`src/shared/twmo_pkg.sv`:
```
// Functional notes
// - Reset clears every channel's internal compare output state to zero.
// - Nonzero action field makes compare output state replace the port output value.
// - Pin direction always follows the direction bit; state visible only when output.
// - Output state can be set up before the pin driver is enabled.
// - Action fields never touch the input capture logic.
// - Action zero leaves compare output state unchanged on match.
// - A written action field takes effect from the next compare match.
// - Force strobe in normal and CTC modes applies the configured action at once.
// - Counting sequence depends only on the mode field.
// - PWM modes pick polarity; non-PWM modes pick set, clear or toggle.
// - Mode field decode: normal, phase correct, CTC, fast, phase-frequency, 13 reserved.
// - Modes 1-3 use fixed 8/9/10-bit tops, load at top, overflow at bottom.
// - Mode bits 2..0 keep their legacy positions and meanings.
// - Mode 0 counts up, never clears on match, wraps from max to zero.
// - Mode 0 sets overflow as the counter becomes zero; counting never clears it.
// - Counter may be written at any time in mode 0 and is accepted.
// - CTC clears at compare A in mode 4, at capture value in mode 12.
// - Fast PWM modes 5-7 count to fixed top, then clear next cycle.
// - Fast PWM top is capture value in mode 14, compare A in mode 15.
package twmo_pkg;

    // ==========================================================
    // Widths and fixed values
    localparam int          TWMO_CW      = 16;
    localparam logic [15:0] TWMO_BOTTOM  = 16'h0000;
    localparam logic [15:0] TWMO_MAX     = 16'hffff;
    localparam logic [15:0] TWMO_TOP8    = 16'h00ff;
    localparam logic [15:0] TWMO_TOP9    = 16'h01ff;
    localparam logic [15:0] TWMO_TOP10   = 16'h03ff;
    localparam logic [15:0] TWMO_ONE     = 16'h0001;

    // ==========================================================
    // Action field codes
    localparam logic [1:0]  TWMO_ACT_NONE   = 2'h0;
    localparam logic [1:0]  TWMO_ACT_TOGGLE = 2'h1;
    localparam logic [1:0]  TWMO_ACT_CLEAR  = 2'h2;
    localparam logic [1:0]  TWMO_ACT_SET    = 2'h3;

    // ==========================================================
    // Mode field codes
    localparam logic [3:0]  TWMO_M_NORMAL  = 4'h0;
    localparam logic [3:0]  TWMO_M_PC8     = 4'h1;
    localparam logic [3:0]  TWMO_M_PC9     = 4'h2;
    localparam logic [3:0]  TWMO_M_PC10    = 4'h3;
    localparam logic [3:0]  TWMO_M_CTC_A   = 4'h4;
    localparam logic [3:0]  TWMO_M_FP8     = 4'h5;
    localparam logic [3:0]  TWMO_M_FP9     = 4'h6;
    localparam logic [3:0]  TWMO_M_FP10    = 4'h7;
    localparam logic [3:0]  TWMO_M_PFC_CAP = 4'h8;
    localparam logic [3:0]  TWMO_M_PFC_A   = 4'h9;
    localparam logic [3:0]  TWMO_M_PC_CAP  = 4'ha;
    localparam logic [3:0]  TWMO_M_PC_A    = 4'hb;
    localparam logic [3:0]  TWMO_M_CTC_CAP = 4'hc;
    localparam logic [3:0]  TWMO_M_RSVD    = 4'hd;
    localparam logic [3:0]  TWMO_M_FP_CAP  = 4'he;
    localparam logic [3:0]  TWMO_M_FP_A    = 4'hf;

    typedef enum logic [2:0] {
        TWMO_K_NORMAL,
        TWMO_K_CTC,
        TWMO_K_FAST,
        TWMO_K_PHASE,
        TWMO_K_PFC,
        TWMO_K_RSVD
    } twmo_kind_type;

    typedef enum logic [1:0] {
        TWMO_T_MAX,
        TWMO_T_FIXED,
        TWMO_T_CAP,
        TWMO_T_CMPA
    } twmo_top_src_type;

endpackage : twmo_pkg

```
`src/core/twmo_chan.sv`:
```
`timescale 1ns/1ps
// ==========================================================
// One compare channel: buffered compare value, output state, pin mux
module twmo_chan
    import twmo_pkg::*;
(
    input  wire logic        clk_i,
    input  wire logic        rst_n_i,
    input  wire logic [15:0] cmp_wr_data_i,
    input  wire logic        cmp_wr_i,
    input  wire logic [1:0]  compare_action_field_i,
    input  wire logic        force_match_strobe_i,
    input  wire logic        pin_direction_bit_i,
    input  wire logic        port_value_i,
    input  wire logic        tick_i,
    input  wire logic        is_pwm_i,
    input  wire logic        is_dual_i,
    input  wire logic        buffered_i,
    input  wire logic        load_i,
    input  wire logic        at_bottom_i,
    input  wire logic        up_i,
    input  wire logic        hold_i,
    input  wire logic        block_i,
    input  wire logic [15:0] counter_i,
    output logic [15:0]      compare_value_o,
    output logic             compare_match_o,
    output logic             compare_output_state_o,
    output logic             pin_out_o,
    output logic             pin_oe_o
);

    logic [15:0] buf_reg;
    logic [15:0] cmp_reg;
    logic        ocs_reg;
    logic        ocs_next;
    logic        match;

    always_ff @(posedge clk_i) begin
        if (!rst_n_i) begin
            buf_reg <= TWMO_BOTTOM;
        end else if (cmp_wr_i) begin
            buf_reg <= cmp_wr_data_i;
        end
    end

    // Unbuffered modes write straight through; PWM modes reload at update point
    always_ff @(posedge clk_i) begin
        if (!rst_n_i) begin
            cmp_reg <= TWMO_BOTTOM;
        end else if (!buffered_i && cmp_wr_i) begin
            cmp_reg <= cmp_wr_data_i;
        end else if (buffered_i && load_i) begin
            cmp_reg <= buf_reg;
        end
    end

    assign match = tick_i && !hold_i && !block_i && (counter_i == cmp_reg);

    // Action read live each match, so a new field acts from the next match on
    always_comb begin
        ocs_next = ocs_reg;
        if (!is_pwm_i) begin
            if ((match || force_match_strobe_i) && !hold_i) begin
                case (compare_action_field_i)
                    TWMO_ACT_TOGGLE: ocs_next = ~ocs_reg;
                    TWMO_ACT_CLEAR:  ocs_next = 1'b0;
                    TWMO_ACT_SET:    ocs_next = 1'b1;
                    default:         ocs_next = ocs_reg;
                endcase
            end
        end else if (compare_action_field_i[1]) begin
            if (is_dual_i) begin
                if (match) begin
                    ocs_next = up_i ^ compare_action_field_i[0];
                end
            end else if (match) begin
                ocs_next = compare_action_field_i[0];
            end else if (tick_i && at_bottom_i) begin
                ocs_next = ~compare_action_field_i[0];
            end
        end
    end

    always_ff @(posedge clk_i) begin
        if (!rst_n_i) begin
            ocs_reg <= 1'b0;
        end else begin
            ocs_reg <= ocs_next;
        end
    end

    assign compare_value_o        = cmp_reg;
    assign compare_match_o        = match;
    assign compare_output_state_o = ocs_reg;
    // Pin mux: override source only, direction stays with the direction bit
    assign pin_out_o = (compare_action_field_i != TWMO_ACT_NONE) ? ocs_reg : port_value_i;
    assign pin_oe_o  = pin_direction_bit_i;

endmodule : twmo_chan

```
`src/core/twmo_top.sv`:
```
`timescale 1ns/1ps
// ==========================================================
// Timer waveform mode decoder, counter and compare output units
module twmo_top
    import twmo_pkg::*;
#(
    parameter int NCH = 3
)
(
    input  wire logic              clk_i,
    input  wire logic              rst_n_i,
    input  wire logic              timer_tick_i,
    input  wire logic [3:0]        waveform_mode_field_i,
    input  wire logic [15:0]       counter_wr_data_i,
    input  wire logic              counter_wr_i,
    input  wire logic [15:0]       capture_value_i,
    input  wire logic              overflow_clear_i,
    input  wire logic [15:0]       cmp_wr_data_i,
    input  wire logic [NCH-1:0]    cmp_wr_i,
    input  wire logic [2*NCH-1:0]  compare_action_field_i,
    input  wire logic [NCH-1:0]    force_match_strobe_i,
    input  wire logic [NCH-1:0]    pin_direction_bit_i,
    input  wire logic [NCH-1:0]    port_value_i,
    output logic [15:0]            counter_value_o,
    output logic                   overflow_flag_o,
    output logic [NCH-1:0]         compare_match_o,
    output logic [NCH-1:0]         compare_output_state_o,
    output logic [NCH-1:0]         pin_out_o,
    output logic [NCH-1:0]         pin_oe_o,
    output logic                   capture_uses_top_o,
    output logic                   legacy_clear_on_match_bit_o,
    output logic [1:0]             legacy_pulse_mode_bits_o
);

    // ==========================================================
    // Mode decode
    twmo_kind_type    kind;
    twmo_top_src_type top_src;
    logic [15:0]      fixed_top;
    logic [15:0]      top_val;
    logic [15:0]      cnt_reg;
    logic [15:0]      cnt_next;
    logic             down_reg;
    logic             down_next;
    logic             ovf_reg;
    logic             blk_reg;
    logic             at_top;
    logic             at_bot;
    logic             ovf_set;
    logic             load_pt;
    logic             is_pwm;
    logic             is_dual;
    logic             hold;
    logic [15:0]      cmp_a;
    logic [16*NCH-1:0] cmp_all;

    // Decode only from the mode field; action fields never enter here
    always_comb begin
        kind      = TWMO_K_RSVD;
        top_src   = TWMO_T_MAX;
        fixed_top = TWMO_MAX;
        case (waveform_mode_field_i)
            TWMO_M_NORMAL:  kind = TWMO_K_NORMAL;
            TWMO_M_PC8: begin
                kind = TWMO_K_PHASE; top_src = TWMO_T_FIXED; fixed_top = TWMO_TOP8;
            end
            TWMO_M_PC9: begin
                kind = TWMO_K_PHASE; top_src = TWMO_T_FIXED; fixed_top = TWMO_TOP9;
            end
            TWMO_M_PC10: begin
                kind = TWMO_K_PHASE; top_src = TWMO_T_FIXED; fixed_top = TWMO_TOP10;
            end
            TWMO_M_CTC_A: begin
                kind = TWMO_K_CTC; top_src = TWMO_T_CMPA;
            end
            TWMO_M_FP8: begin
                kind = TWMO_K_FAST; top_src = TWMO_T_FIXED; fixed_top = TWMO_TOP8;
            end
            TWMO_M_FP9: begin
                kind = TWMO_K_FAST; top_src = TWMO_T_FIXED; fixed_top = TWMO_TOP9;
            end
            TWMO_M_FP10: begin
                kind = TWMO_K_FAST; top_src = TWMO_T_FIXED; fixed_top = TWMO_TOP10;
            end
            TWMO_M_PFC_CAP: begin
                kind = TWMO_K_PFC; top_src = TWMO_T_CAP;
            end
            TWMO_M_PFC_A: begin
                kind = TWMO_K_PFC; top_src = TWMO_T_CMPA;
            end
            TWMO_M_PC_CAP: begin
                kind = TWMO_K_PHASE; top_src = TWMO_T_CAP;
            end
            TWMO_M_PC_A: begin
                kind = TWMO_K_PHASE; top_src = TWMO_T_CMPA;
            end
            TWMO_M_CTC_CAP: begin
                kind = TWMO_K_CTC; top_src = TWMO_T_CAP;
            end
            TWMO_M_FP_CAP: begin
                kind = TWMO_K_FAST; top_src = TWMO_T_CAP;
            end
            TWMO_M_FP_A: begin
                kind = TWMO_K_FAST; top_src = TWMO_T_CMPA;
            end
            default: kind = TWMO_K_RSVD;
        endcase
    end

    always_comb begin
        case (top_src)
            TWMO_T_FIXED: top_val = fixed_top;
            TWMO_T_CAP:   top_val = capture_value_i;
            TWMO_T_CMPA:  top_val = cmp_a;
            default:      top_val = TWMO_MAX;
        endcase
    end

    assign is_pwm  = (kind == TWMO_K_FAST) || (kind == TWMO_K_PHASE) || (kind == TWMO_K_PFC);
    assign is_dual = (kind == TWMO_K_PHASE) || (kind == TWMO_K_PFC);
    assign hold    = (kind == TWMO_K_RSVD);
    assign at_top  = (cnt_reg == top_val);
    assign at_bot  = (cnt_reg == TWMO_BOTTOM);

    // Legacy names are simply views of the low mode bits, same place and meaning
    assign legacy_clear_on_match_bit_o = waveform_mode_field_i[2];
    assign legacy_pulse_mode_bits_o    = waveform_mode_field_i[1:0];
    // Input capture only loses its input when capture defines top; action fields absent
    assign capture_uses_top_o = (top_src == TWMO_T_CAP);

    // ==========================================================
    // Counter
    always_comb begin
        cnt_next  = cnt_reg;
        down_next = down_reg;
        case (kind)
            TWMO_K_NORMAL: cnt_next = cnt_reg + TWMO_ONE;
            TWMO_K_CTC, TWMO_K_FAST: begin
                // A top below the count runs on to max and wraps
                cnt_next = at_top ? TWMO_BOTTOM : cnt_reg + TWMO_ONE;
            end
            TWMO_K_PHASE, TWMO_K_PFC: begin
                if (down_reg) begin
                    if (cnt_reg == TWMO_ONE || at_bot) begin
                        down_next = 1'b0;
                    end
                    cnt_next = at_bot ? TWMO_ONE : cnt_reg - TWMO_ONE;
                end else if (at_top || cnt_reg > top_val) begin
                    down_next = 1'b1;
                    cnt_next  = cnt_reg - TWMO_ONE;
                end else begin
                    cnt_next = cnt_reg + TWMO_ONE;
                end
            end
            default: cnt_next = cnt_reg;
        endcase
    end

    always_ff @(posedge clk_i) begin
        if (!rst_n_i) begin
            cnt_reg  <= TWMO_BOTTOM;
            down_reg <= 1'b0;
        end else if (counter_wr_i) begin
            cnt_reg <= counter_wr_data_i;
        end else if (timer_tick_i) begin
            cnt_reg  <= cnt_next;
            down_reg <= is_dual ? down_next : 1'b0;
        end
    end

    // A counter write masks compare matches for the next timer cycle
    always_ff @(posedge clk_i) begin
        if (!rst_n_i) begin
            blk_reg <= 1'b0;
        end else if (counter_wr_i) begin
            blk_reg <= 1'b1;
        end else if (timer_tick_i) begin
            blk_reg <= 1'b0;
        end
    end

    // ==========================================================
    // Overflow flag and compare reload points
    always_comb begin
        ovf_set = 1'b0;
        load_pt = 1'b0;
        if (timer_tick_i && !counter_wr_i) begin
            case (kind)
                TWMO_K_NORMAL, TWMO_K_CTC: ovf_set = (cnt_reg == TWMO_MAX);
                TWMO_K_FAST: begin
                    ovf_set = at_top;
                    load_pt = at_top;
                end
                TWMO_K_PHASE: begin
                    ovf_set = at_bot;
                    load_pt = at_top && !down_reg;
                end
                TWMO_K_PFC: begin
                    ovf_set = at_bot;
                    load_pt = at_bot;
                end
                default: ovf_set = 1'b0;
            endcase
        end
    end

    // Set beats a same-cycle clear so no wrap is lost
    always_ff @(posedge clk_i) begin
        if (!rst_n_i) begin
            ovf_reg <= 1'b0;
        end else if (ovf_set) begin
            ovf_reg <= 1'b1;
        end else if (overflow_clear_i) begin
            ovf_reg <= 1'b0;
        end
    end

    // ==========================================================
    // Compare channels
    assign cmp_a = cmp_all[15:0];

    genvar gi;
    generate
        for (gi = 0; gi < NCH; gi++) begin : g_ch
            twmo_chan u_chan (
                .clk_i                  (clk_i),
                .rst_n_i                (rst_n_i),
                .cmp_wr_data_i          (cmp_wr_data_i),
                .cmp_wr_i               (cmp_wr_i[gi]),
                .compare_action_field_i (compare_action_field_i[2*gi+1:2*gi]),
                .force_match_strobe_i   (force_match_strobe_i[gi]),
                .pin_direction_bit_i    (pin_direction_bit_i[gi]),
                .port_value_i           (port_value_i[gi]),
                .tick_i                 (timer_tick_i),
                .is_pwm_i               (is_pwm),
                .is_dual_i              (is_dual),
                .buffered_i             (is_pwm),
                .load_i                 (load_pt),
                .at_bottom_i            (at_top),
                .up_i                   (!down_reg),
                .hold_i                 (hold),
                .block_i                (blk_reg),
                .counter_i              (cnt_reg),
                .compare_value_o        (cmp_all[16*gi+15:16*gi]),
                .compare_match_o        (compare_match_o[gi]),
                .compare_output_state_o (compare_output_state_o[gi]),
                .pin_out_o              (pin_out_o[gi]),
                .pin_oe_o               (pin_oe_o[gi])
            );
        end
    endgenerate

    assign counter_value_o = cnt_reg;
    assign overflow_flag_o = ovf_reg;

endmodule : twmo_top

```
`config.mk`:
```
export PLATFORM = sky130hd
export DESIGN_NAME = twmo_top
export DESIGN_NICKNAME = d
export VERILOG_FILES = /design/src/shared/twmo_pkg.sv /design/src/core/twmo_chan.sv /design/src/core/twmo_top.sv
export SDC_FILE = /design/constraint.sdc
export NUM_CORES = 1
export LEC_CHECK = 0
export BUFFER_PORTS_ARGS = -buffer_cell sky130_fd_sc_hd__buf_2
export CORE_UTILIZATION = 58
export CTS_CLUSTER_DIAMETER = 80
export CTS_CLUSTER_SIZE = 14
export DETAILED_ROUTE_END_ITERATION = 12
export GPL_TIMING_DRIVEN = 1
export PLACE_DENSITY = 0.77
export SLEW_MARGIN = 0
export SYNTH_ARGS = -nofsm -noshare
export SYNTH_HDL_FRONTEND = slang
export SYNTH_SLANG_ARGS = --single-unit
```
`constraint.sdc`:
```
create_clock -name clk_i -period 4.35 [get_ports clk_i]
set_input_delay 0.435 -clock clk_i [delete_from_list [all_inputs] [get_ports clk_i]]
set_output_delay 0.435 -clock clk_i [all_outputs]
set_load 0.005 [all_outputs]
```
==> tab_implementation.tex, run 1 <==
\begin{tabular}{lr}
\hline
Metric & Value \\
\hline
\multicolumn{2}{l}{\textbf{Setup path}} \\
\quad R2R setup slack & 1.20 ns \\
\quad Critical path startpoint category & input port \\
\quad Critical Setup Path Class & in -> reg \\
\quad Maximum fanout along the worst path & 51 \\
\quad Required time at the endpoint of the critical path & 4.60 ns \\
\quad Critical path capture point type & register \\
\quad CP Data Arrival Time & 3.91 ns \\
\multicolumn{2}{l}{\textbf{Finish}} \\
\quad Sequential cell area & 2360 sq um \\
\quad Final standard cell area without fillers & 8800 sq um \\
\quad Area used by multi-input combinational logic & 4860 sq um \\
\quad Area Overhead vs Synth & 15.3\% \\
\quad Core Util, Final & 69.2\% \\
\quad Final nets & 1078 \\
\quad Final non-filler cell total & 1167 \\
\quad Layout cells sized above 1 & 17.6\% \\
\quad Fill cell total of the finished layout & 1042 \\
\multicolumn{2}{l}{\textbf{Timing}} \\
\quad Final clock period utilization by the worst path & 84.0\% \\
\quad Transition time of the tightest slew-check pin & 1.09 ns \\
\quad Setup\_tns & 0 ns \\
\quad Final setup vio count & 0 \\
\quad Fin Clk Skew & 0.00999 ns \\
\quad Final worst setup slack & 0.698 ns \\
\quad Final-layout worst hold slack & 0.289 ns \\
\quad Max Slew Vio Count & 0 \\
\quad Unrepaired setup endpoints after global routing & no \\
\quad Final worst path period need & 3.65 ns \\
\quad Endpoints failing hold & 0 \\
\quad Slew margin rel. & 27.7\% \\
\quad Max Freq & 0.274 GHz \\
\multicolumn{2}{l}{\textbf{GRT}} \\
\quad Global route total overflow & 0 \\
\quad Antenna violations before repair & 0 \\
\quad Total global routing track utilization & 35.8\% \\
\quad Largest net degree at the start of global routing & 68 \\
\quad Vias in the first global route & 6688 \\
\quad First-pass GRT wire length & 36300 um \\
\multicolumn{2}{l}{\textbf{Clocking}} \\
\quad Total of cells resized after clock tree synthesis & 0 \\
\quad Root buf cell & sky130\_fd\_sc\_hd\_\_clkbuf\_16 \\
\quad Clk pin slew, worst setup/hold paths & 0.06 ns \\
\quad Deepest clock path buffer count & 2 \\
\quad Source-to-sink clock delay at the later pin of the worst-skew pair & 0.43 ns \\
\quad TritonCTS clock tree & yes \\
\quad Clock Sinks & 118 \\
\quad Num CTS Buffers & 17 \\
\quad \# H-tree levels & 4 \\
\quad Post-CTS setup buffer count & 0 \\
\quad CTS Hold Bufs & 0 \\
\multicolumn{2}{l}{\textbf{Die}} \\
\quad Num ports & 108 \\
\quad Vertical die dimension & 117 um \\
\quad Std-Cell Rows & 41 \\
\quad Core area & 12700 sq um \\
\quad Die outline area & 13600 sq um \\
\quad Die Span X & 117 um \\
\quad Initial Utilization & 60.0\% \\
\multicolumn{2}{l}{\textbf{Logic synthesis}} \\
\quad Avg Inst Size Synth & 8.30 sq um \\
\quad Portion of synthesized cell area occupied by the leading cell type & 30.9\% \\
\quad Count of flip-flops with a built-in enable after synthesis & 0 \\
\quad YS warnings & 0 \\
\quad Synthesis-stage register bit count & 118 \\
\quad Most instantiated flip-flop cell in the synthesis netlist & sky130\_fd\_sc\_hd\_\_dfxtp\_1 \\
\quad Top cells by area in the synthesized netlist & sky130\_fd\_sc\_hd\_\_dfxtp\_1 (31\%), sky130\_fd\_sc\_hd\_\_mux2i\_1 (12\%), sky130\_fd\_sc\_hd\_\_a21oi\_1 (5.7\%) \\
\quad Cell type with the highest aggregate area in the netlist & sky130\_fd\_sc\_hd\_\_dfxtp\_1 \\
\quad Synthesized cell area & 7630 sq um \\
\quad Number of instances in the synthesized netlist & 920 \\
\quad Commonest cells in the synthesized netlist & sky130\_fd\_sc\_hd\_\_dfxtp\_1 (118), sky130\_fd\_sc\_hd\_\_mux2i\_1 (92), sky130\_fd\_sc\_hd\_\_a21oi\_1 (87) \\
\quad Net count after synthesis & 1017 \\
\quad Part of the Yosys area used for sequential elements & 30.9\% \\
\quad Most frequently used cell type in the post-synthesis netlist & sky130\_fd\_sc\_hd\_\_dfxtp\_1 \\
\quad Synth unique cells & 74 \\
\quad Ys async rst share & 0\% \\
\multicolumn{2}{l}{\textbf{Placement}} \\
\quad Final weighted congestion of routability-driven global placement & 0.985 \\
\quad Placed cells & 1134 \\
\quad \# port buffers & 101 \\
\quad Instance area after placement & 8170 sq um \\
\quad Detailed-placement wirelength estimate & 16400 um \\
\quad Pre-CTS setup slack & 0.418 ns \\
\multicolumn{2}{l}{\textbf{Route}} \\
\quad Detail-routed net length per standard cell & 20.6 um \\
\quad Iteration-0 DRC Markers & 1059 \\
\quad Detail Route Antenna Nets & 0 \\
\quad Number of DRC violations after detailed routing & 0 \\
\quad Detailed-route wire length & 24100 um \\
\quad First-pass iteration count of the detailed router & 6 \\
\quad Detailed-route vias per instance & 6.44 \\
\quad Overall via count from detail\_route & 7521 \\
\multicolumn{2}{l}{\textbf{Power and ir drop}} \\
\quad Power per cell area & 387 nW/um\^{}2 \\
\quad Leak & 3.63 nW \\
\quad Total power of the final layout & 3.41 mW \\
\quad Worst voltage drop across the vdd grid & 0.276 mV \\
\multicolumn{2}{l}{\textbf{Job}} \\
\quad Maximum Capacitance Violations & 0 \\
\multicolumn{2}{l}{\textbf{Run status}} \\
\quad Run status & finished clean \\
\multicolumn{2}{l}{\textbf{Worst hold path}} \\
\quad Worst hold-check path type & in -> reg \\
\hline
\end{tabular}
-- layer usage --
layer,wire length (um),part of all wire (%),global-route usage (%)
met4,1160,4.8,19.3
met3,2440,10,9.96
met2,10400,43,53.3
met5,0,0,0
met1,10100,42,46.8
-- final timing paths --
path	from	to	cells after the start
min	counter_wr_data_i[7]	counter_value_o[7]$_SDFFE_PN0P_	3
max	waveform_mode_field_i[2]	g_ch[0].u_chan.compare_value_o[4]$_SDFFE_PN0P_	14
max reg2reg	counter_value_o[11]$_SDFFE_PN0P_	g_ch[0].u_chan.compare_value_o[4]$_SDFFE_PN0P_	9
min reg2reg	g_ch[1].u_chan.compare_value_o[10]$_SDFFE_PN0P_	g_ch[1].u_chan.compare_value_o[10]$_SDFFE_PN0P_	2
-- layout make-up --
| class | count | area share (%) |
|---|---|---|
| clock buffers | 21 | 5.23 |
| well taps | 172 | 2.44 |
| inverters | 17 | 0.725 |
| multi-input cells | 706 | 55.2 |
| diodes | 1 | 0.0284 |
| flip-flops and latches | 118 | 26.8 |
| clock inverters | 11 | 1.95 |
| repair buffers | 121 | 7.59 |
-- cells by family after synthesis --
kind of cell,share of synthesized area (%)
buf+inv,5.56
flops,30.9
fa+ha+maj,3.61
mux,12.7
xor+xnor,6.77
simple gates,18.4
compound gates,22.0
-- critical path, cell delays in order --
cell,delay (ns)
sky130_fd_sc_hd__buf_2,0.26
sky130_fd_sc_hd__nand2b_1,0.11
sky130_fd_sc_hd__and3_1,0.19
sky130_fd_sc_hd__a31oi_1,0.49
sky130_fd_sc_hd__o22ai_1,0.19
sky130_fd_sc_hd__ha_1,0.36
sky130_fd_sc_hd__nand4_1,0.18
sky130_fd_sc_hd__nor4_1,0.31
sky130_fd_sc_hd__buf_4,0.19
sky130_fd_sc_hd__nand3_1,0.11
sky130_fd_sc_hd__a211oi_4,0.25
sky130_fd_sc_hd__buf_12,0.34
sky130_fd_sc_hd__mux2i_1,0.32
sky130_fd_sc_hd__a21oi_1,0.11
-- layout by cell type, fill, tap and decap left out, types with 14 or more instances in the layout --
cell type / instances
sky130_fd_sc_hd__a21oi_1: 87
sky130_fd_sc_hd__buf_2: 101
sky130_fd_sc_hd__buf_4: 19
sky130_fd_sc_hd__clkbuf_16: 17
sky130_fd_sc_hd__dfxtp_1: 118
sky130_fd_sc_hd__ha_1: 22
sky130_fd_sc_hd__inv_1: 16
sky130_fd_sc_hd__mux2i_1: 92
sky130_fd_sc_hd__nand2_1: 50
sky130_fd_sc_hd__nand3_1: 15
sky130_fd_sc_hd__nand4_1: 15
sky130_fd_sc_hd__nor2_1: 42
sky130_fd_sc_hd__nor2b_1: 52
sky130_fd_sc_hd__nor3_1: 21
sky130_fd_sc_hd__nor4_1: 14
sky130_fd_sc_hd__o21ai_0: 72
sky130_fd_sc_hd__xnor2_1: 14
sky130_fd_sc_hd__xor2_1: 45
-- power breakdown --
group	internal [mW]	switching (mW)
combinational	0.270	0.391
clock	0.990	0.522
sequential	1.15	0.0886
total	2.41	1.00
No activity file was read; power rests on OpenSTA's default activity.
==> run 2: changes to the inputs <==
--- a/config.mk
+++ b/config.mk
@@ -6,12 +6,12 @@
 export NUM_CORES = 1
 export LEC_CHECK = 0
 export BUFFER_PORTS_ARGS = -buffer_cell sky130_fd_sc_hd__buf_2
-export CORE_UTILIZATION = 58
+export CORE_UTILIZATION = 53
 export CTS_CLUSTER_DIAMETER = 80
 export CTS_CLUSTER_SIZE = 14
 export DETAILED_ROUTE_END_ITERATION = 12
 export GPL_TIMING_DRIVEN = 1
-export PLACE_DENSITY = 0.77
+export PLACE_DENSITY = 0.74
 export SLEW_MARGIN = 0
 export SYNTH_ARGS = -nofsm -noshare
 export SYNTH_HDL_FRONTEND = slang
==> constraint.sdc (replaced) <==
create_clock -name clk_i -period 2.93 [get_ports clk_i]
set_input_delay 0.293 -clock clk_i [delete_from_list [all_inputs] [get_ports clk_i]]
set_output_delay 0.293 -clock clk_i [all_outputs]
set_load 0.005 [all_outputs]
==> tab_implementation.tex, run 2 (same netlist as run 1, synthesis figures left out) <==
\begin{tabular}{lr}
\hline
Metric & Value \\
\hline
\multicolumn{2}{l}{\textbf{Finish}} \\
\quad Layout cells sized above 1 & 27.1\% (+9.5 points) \\
\quad Fill cell total of the finished layout & 1099 (+5.5\%) \\
\quad Most common cell after layout, fill and taps aside & sky130\_fd\_sc\_hd\_\_dfxtp\_1 \\
\quad Core Util, Final & 70.1\% (+0.89 points) \\
\quad Sequential cell area & 2360 sq um (unchanged) \\
\quad Area used by multi-input combinational logic & 5120 sq um (+5.3\%) \\
\quad Most used cells in the layout excluding fill and tap cells & sky130\_fd\_sc\_hd\_\_dfxtp\_1 (118), sky130\_fd\_sc\_hd\_\_buf\_2 (99), sky130\_fd\_sc\_hd\_\_buf\_4 (91) \\
\quad Area Overhead vs Synth & 28.4\% \\
\quad Final non-filler cell total & 1258 (+7.8\%) \\
\quad Number of antenna repair diodes & 0 (-1) \\
\quad Final nets & 1162 (+7.8\%) \\
\multicolumn{2}{l}{\textbf{Route}} \\
\quad Detail Route Antenna Nets & 0 (unchanged) \\
\quad First-pass iteration count of the detailed router & 7 (+1) \\
\quad Detailed-route vias per instance & 6.29 (-2.4\%) \\
\quad Overall via count from detail\_route & 7911 (+5.2\%) \\
\quad Number of DRC violations after detailed routing & 0 (unchanged) \\
\quad Detailed-route wire length & 26600 um (+11\%) \\
\quad Detail-routed net length per standard cell & 21.2 um (+2.6\%) \\
\quad Iteration-0 DRC Markers & 728 (-31\%) \\
\multicolumn{2}{l}{\textbf{Setup path}} \\
\quad Critical path startpoint category & input port \\
\quad Worst reg2reg path endpoint & counter\_value\_o[7]\$\_SDFFE\_PN0P\_ \\
\quad Worst-case reg-to-reg path depth & 14 (+5) \\
\quad R2R setup slack & 0.12 ns (-1.08 ns) \\
\quad Critical path capture point type & register \\
\quad Startpoint of the worst-slack reg-to-reg timing path & g\_ch[0].u\_chan.compare\_value\_o[8]\$\_SDFFE\_PN0P\_ \\
\quad CP Data Arrival Time & 3.13 ns (-0.78 ns) \\
\quad Buffers \& Inverters on Critical Path & 3 (unchanged) \\
\quad Worst path slowest cell & sky130\_fd\_sc\_hd\_\_nor4\_4 \\
\quad Slowest cell delay on critical path & 0.39 ns (-0.10 ns) \\
\quad Required time at the endpoint of the critical path & 3.21 ns (-1.39 ns) \\
\quad Worst-path cell chain & buf\_4 > or2\_4 > o21ai\_4 > nand2\_1 > o211a\_1 > ha\_4 > nand4\_1 > nor4\_4 > nand3\_2 > a211oi\_4 > buf\_6 > buf\_12 > mux2i\_2 > a21oi\_1 \\
\quad Maximum fanout along the worst path & 10 (-80\%) \\
\quad CP delay by family, top & simple AND/OR/NAND/NOR gates \\
\quad Critical Setup Path Class & in -> reg \\
\multicolumn{2}{l}{\textbf{GRT}} \\
\quad Global route total overflow & 0 (unchanged) \\
\quad Antenna violations before repair & 1 (+1) \\
\quad Vias in the first global route & 7025 (+5.0\%) \\
\quad Largest net degree at the start of global routing & 52 (-24\%) \\
\quad First-pass GRT wire length & 39300 um (+8.4\%) \\
\quad Total global routing track utilization & 35.5\% (-0.25 points) \\
\multicolumn{2}{l}{\textbf{Power and ir drop}} \\
\quad Share of total power in sequential cells & 34.9\% (-1.4 points) \\
\quad Clock network fraction of total power & 41.9\% (-2.4 points) \\
\quad Relative contribution of combinational cells to total power & 23.1\% (+3.7 points) \\
\quad Total power of the final layout & 5.20 mW (+52\%) \\
\quad Leak & 4.11 nW (+13\%) \\
\quad Worst voltage drop across the vdd grid & 0.463 mV (+67\%) \\
\quad Total net switching power & 1.60 mW (+60\%) \\
\quad Int Pwr & 3.59 mW (+49\%) \\
\quad Switching portion of total power & 30.9\% (+1.5 points) \\
\quad Power per cell area & 530 nW/um\^{}2 (+37\%) \\
\multicolumn{2}{l}{\textbf{Placement}} \\
\quad Detailed-placement wirelength estimate & 19000 um (+16\%) \\
\quad Final weighted congestion of routability-driven global placement & 1.05 (+6.3\%) \\
\quad Placed cells & 1213 (+7.0\%) \\
\quad \# port buffers & 101 (unchanged) \\
\multicolumn{2}{l}{\textbf{Die}} \\
\quad Die outline area & 14900 sq um (+9.3\%) \\
\quad Core area & 14000 sq um (+10\%) \\
\quad Num ports & 108 (unchanged) \\
\quad Std-Cell Rows & 43 (+4.9\%) \\
\quad Initial Utilization & 54.6\% (-5.4 points) \\
\quad Die Span X & 122 um (+4.5\%) \\
\quad Vertical die dimension & 122 um (+4.5\%) \\
\multicolumn{2}{l}{\textbf{Clocking}} \\
\quad Deepest clock path buffer count & 2 (unchanged) \\
\quad Root buf cell & sky130\_fd\_sc\_hd\_\_clkbuf\_16 \\
\quad \# H-tree levels & 4 (unchanged) \\
\quad Clock Sinks & 118 (unchanged) \\
\quad Source-to-sink clock delay at the later pin of the worst-skew pair & 0.42 ns (about the same) \\
\quad Num CTS Buffers & 17 (unchanged) \\
\quad TritonCTS clock tree & yes \\
\quad Clk pin slew, worst setup/hold paths & 0.06 ns (about the same) \\
\multicolumn{2}{l}{\textbf{Timing}} \\
\quad Max Slew Vio Count & 0 (unchanged) \\
\quad Max Freq & 0.350 GHz \\
\quad Final clock period utilization by the worst path & 97.5\% \\
\quad Unrepaired setup endpoints after global routing & yes \\
\quad Endpoints failing hold & 0 (unchanged) \\
\quad Final worst path period need & 2.86 ns \\
\quad Transition time of the tightest slew-check pin & 0.749 ns (-0.336 ns) \\
\quad Fin Clk Skew & 0.0130 ns (+0.00298 ns) \\
\quad Setup\_tns & 0 ns (unchanged) \\
\quad Final-layout worst hold slack & 0.178 ns (-0.111 ns) \\
\quad Final setup vio count & 0 (unchanged) \\
\quad Slew margin rel. & 49.9\% (+22 points) \\
\multicolumn{2}{l}{\textbf{Run status}} \\
\quad Run status & finished clean \\
\multicolumn{2}{l}{\textbf{Worst hold path}} \\
\quad Hold Path Cell Cnt & 3 (unchanged) \\
\quad Hold\_sp & counter\_wr\_data\_i[9] \\
\quad Worst hold-check path type & in -> reg \\
\quad Worst-case hold path end point & counter\_value\_o[9]\$\_SDFFE\_PN0P\_ \\
\multicolumn{2}{l}{\textbf{Job}} \\
\quad Maximum Capacitance Violations & 0 (unchanged) \\
\hline
\end{tabular}
==> run 2: changes by cell type in the layout (fill, tap and decap cells not counted), moves of 4 or more <==
cell,delta
sky130_fd_sc_hd__buf_4,+72
sky130_fd_sc_hd__buf_12,+5
sky130_fd_sc_hd__mux2i_2,+4
sky130_fd_sc_hd__mux2i_1,-4
sky130_fd_sc_hd__clkinvlp_4,+4
sky130_fd_sc_hd__buf_6,+5
==> run 2: worst max-delay path by stage <==
stage / start / to / slack, ns / depth (start not counted)
floorplan: waveform_mode_field_i[1] / g_ch[1].u_chan.compare_value_o[1]$_SDFFE_PN0P_ / -0.08 / 13
CTS: g_ch[0].u_chan.compare_value_o[8]$_SDFFE_PN0P_ / counter_value_o[7]$_SDFFE_PN0P_ / 0.02 / 11
global route: waveform_mode_field_i[0] / g_ch[1].u_chan.compare_value_o[7]$_SDFFE_PN0P_ / -0.07 / 14
detailed placement: waveform_mode_field_i[0] / g_ch[1].u_chan.compare_value_o[2]$_SDFFE_PN0P_ / -0.38 / 14
global placement: waveform_mode_field_i[0] / counter_value_o[14]$_SDFFE_PN0P_ / -0.28 / 13
finish: waveform_mode_field_i[0] / g_ch[1].u_chan.compare_value_o[2]$_SDFFE_PN0P_ / 0.07 / 14
==> run 2: repair_timing <==
item | CTS | global route
resized for setup | 0 | 34
endpoints found under the setup margin | 1 | 62
setup buffers | 0 | 10
pin swaps | 1 | 19
gates cloned | 0 | 3
hold buffers | 0 | 0
==> run 2: power by group through the flow <==
stage                     clock network, mW  registers [mW]  logic (mW)
final                                  2.18            1.82        1.20
after global routing                   2.27            1.82        1.29
after CTS                              2.19            1.81        1.12
after detailed placement                  0            1.84        1.11
after global placement                    0            1.84        1.10
after floorplan                           0            1.80       0.718
==> run 2: cell type report <==
cell class	instances	area share, %
multi-input combinational	707	52.2
sequential	118	24.1
clock buffer	19	4.52
timing repair buffer	204	14.5
clock inverter	13	1.74
inverter	17	0.664
tap	180	2.30
==> run 2: per-layer routing <==
metal | up-vias | share of wire [%] | GRT usage, %
met2 | 441 | 44 | 54.9
met4 | 2 | 3.8 | 16.4
met1 | 3740 | 42 | 46.6
met5 | - | 0.041 | 0.347
met3 | 83 | 9.7 | 8.29
li1 | 3645 | - | -
==> run 2: worst min-delay path: stages <==
cell and delay (ns):
sky130_fd_sc_hd__buf_2 0.07, sky130_fd_sc_hd__o21ai_0 0.07, sky130_fd_sc_hd__nor3_1 0.12
==> run 2: stage by stage <==
step                area [sq um]  worst slack (ns)
finish                      9810            0.0742
global route                9810           -0.0726
CTS                         9530            0.0189
detailed placement          8920            -0.378
global placement            8920            -0.281
floorplan                   7830           -0.0774
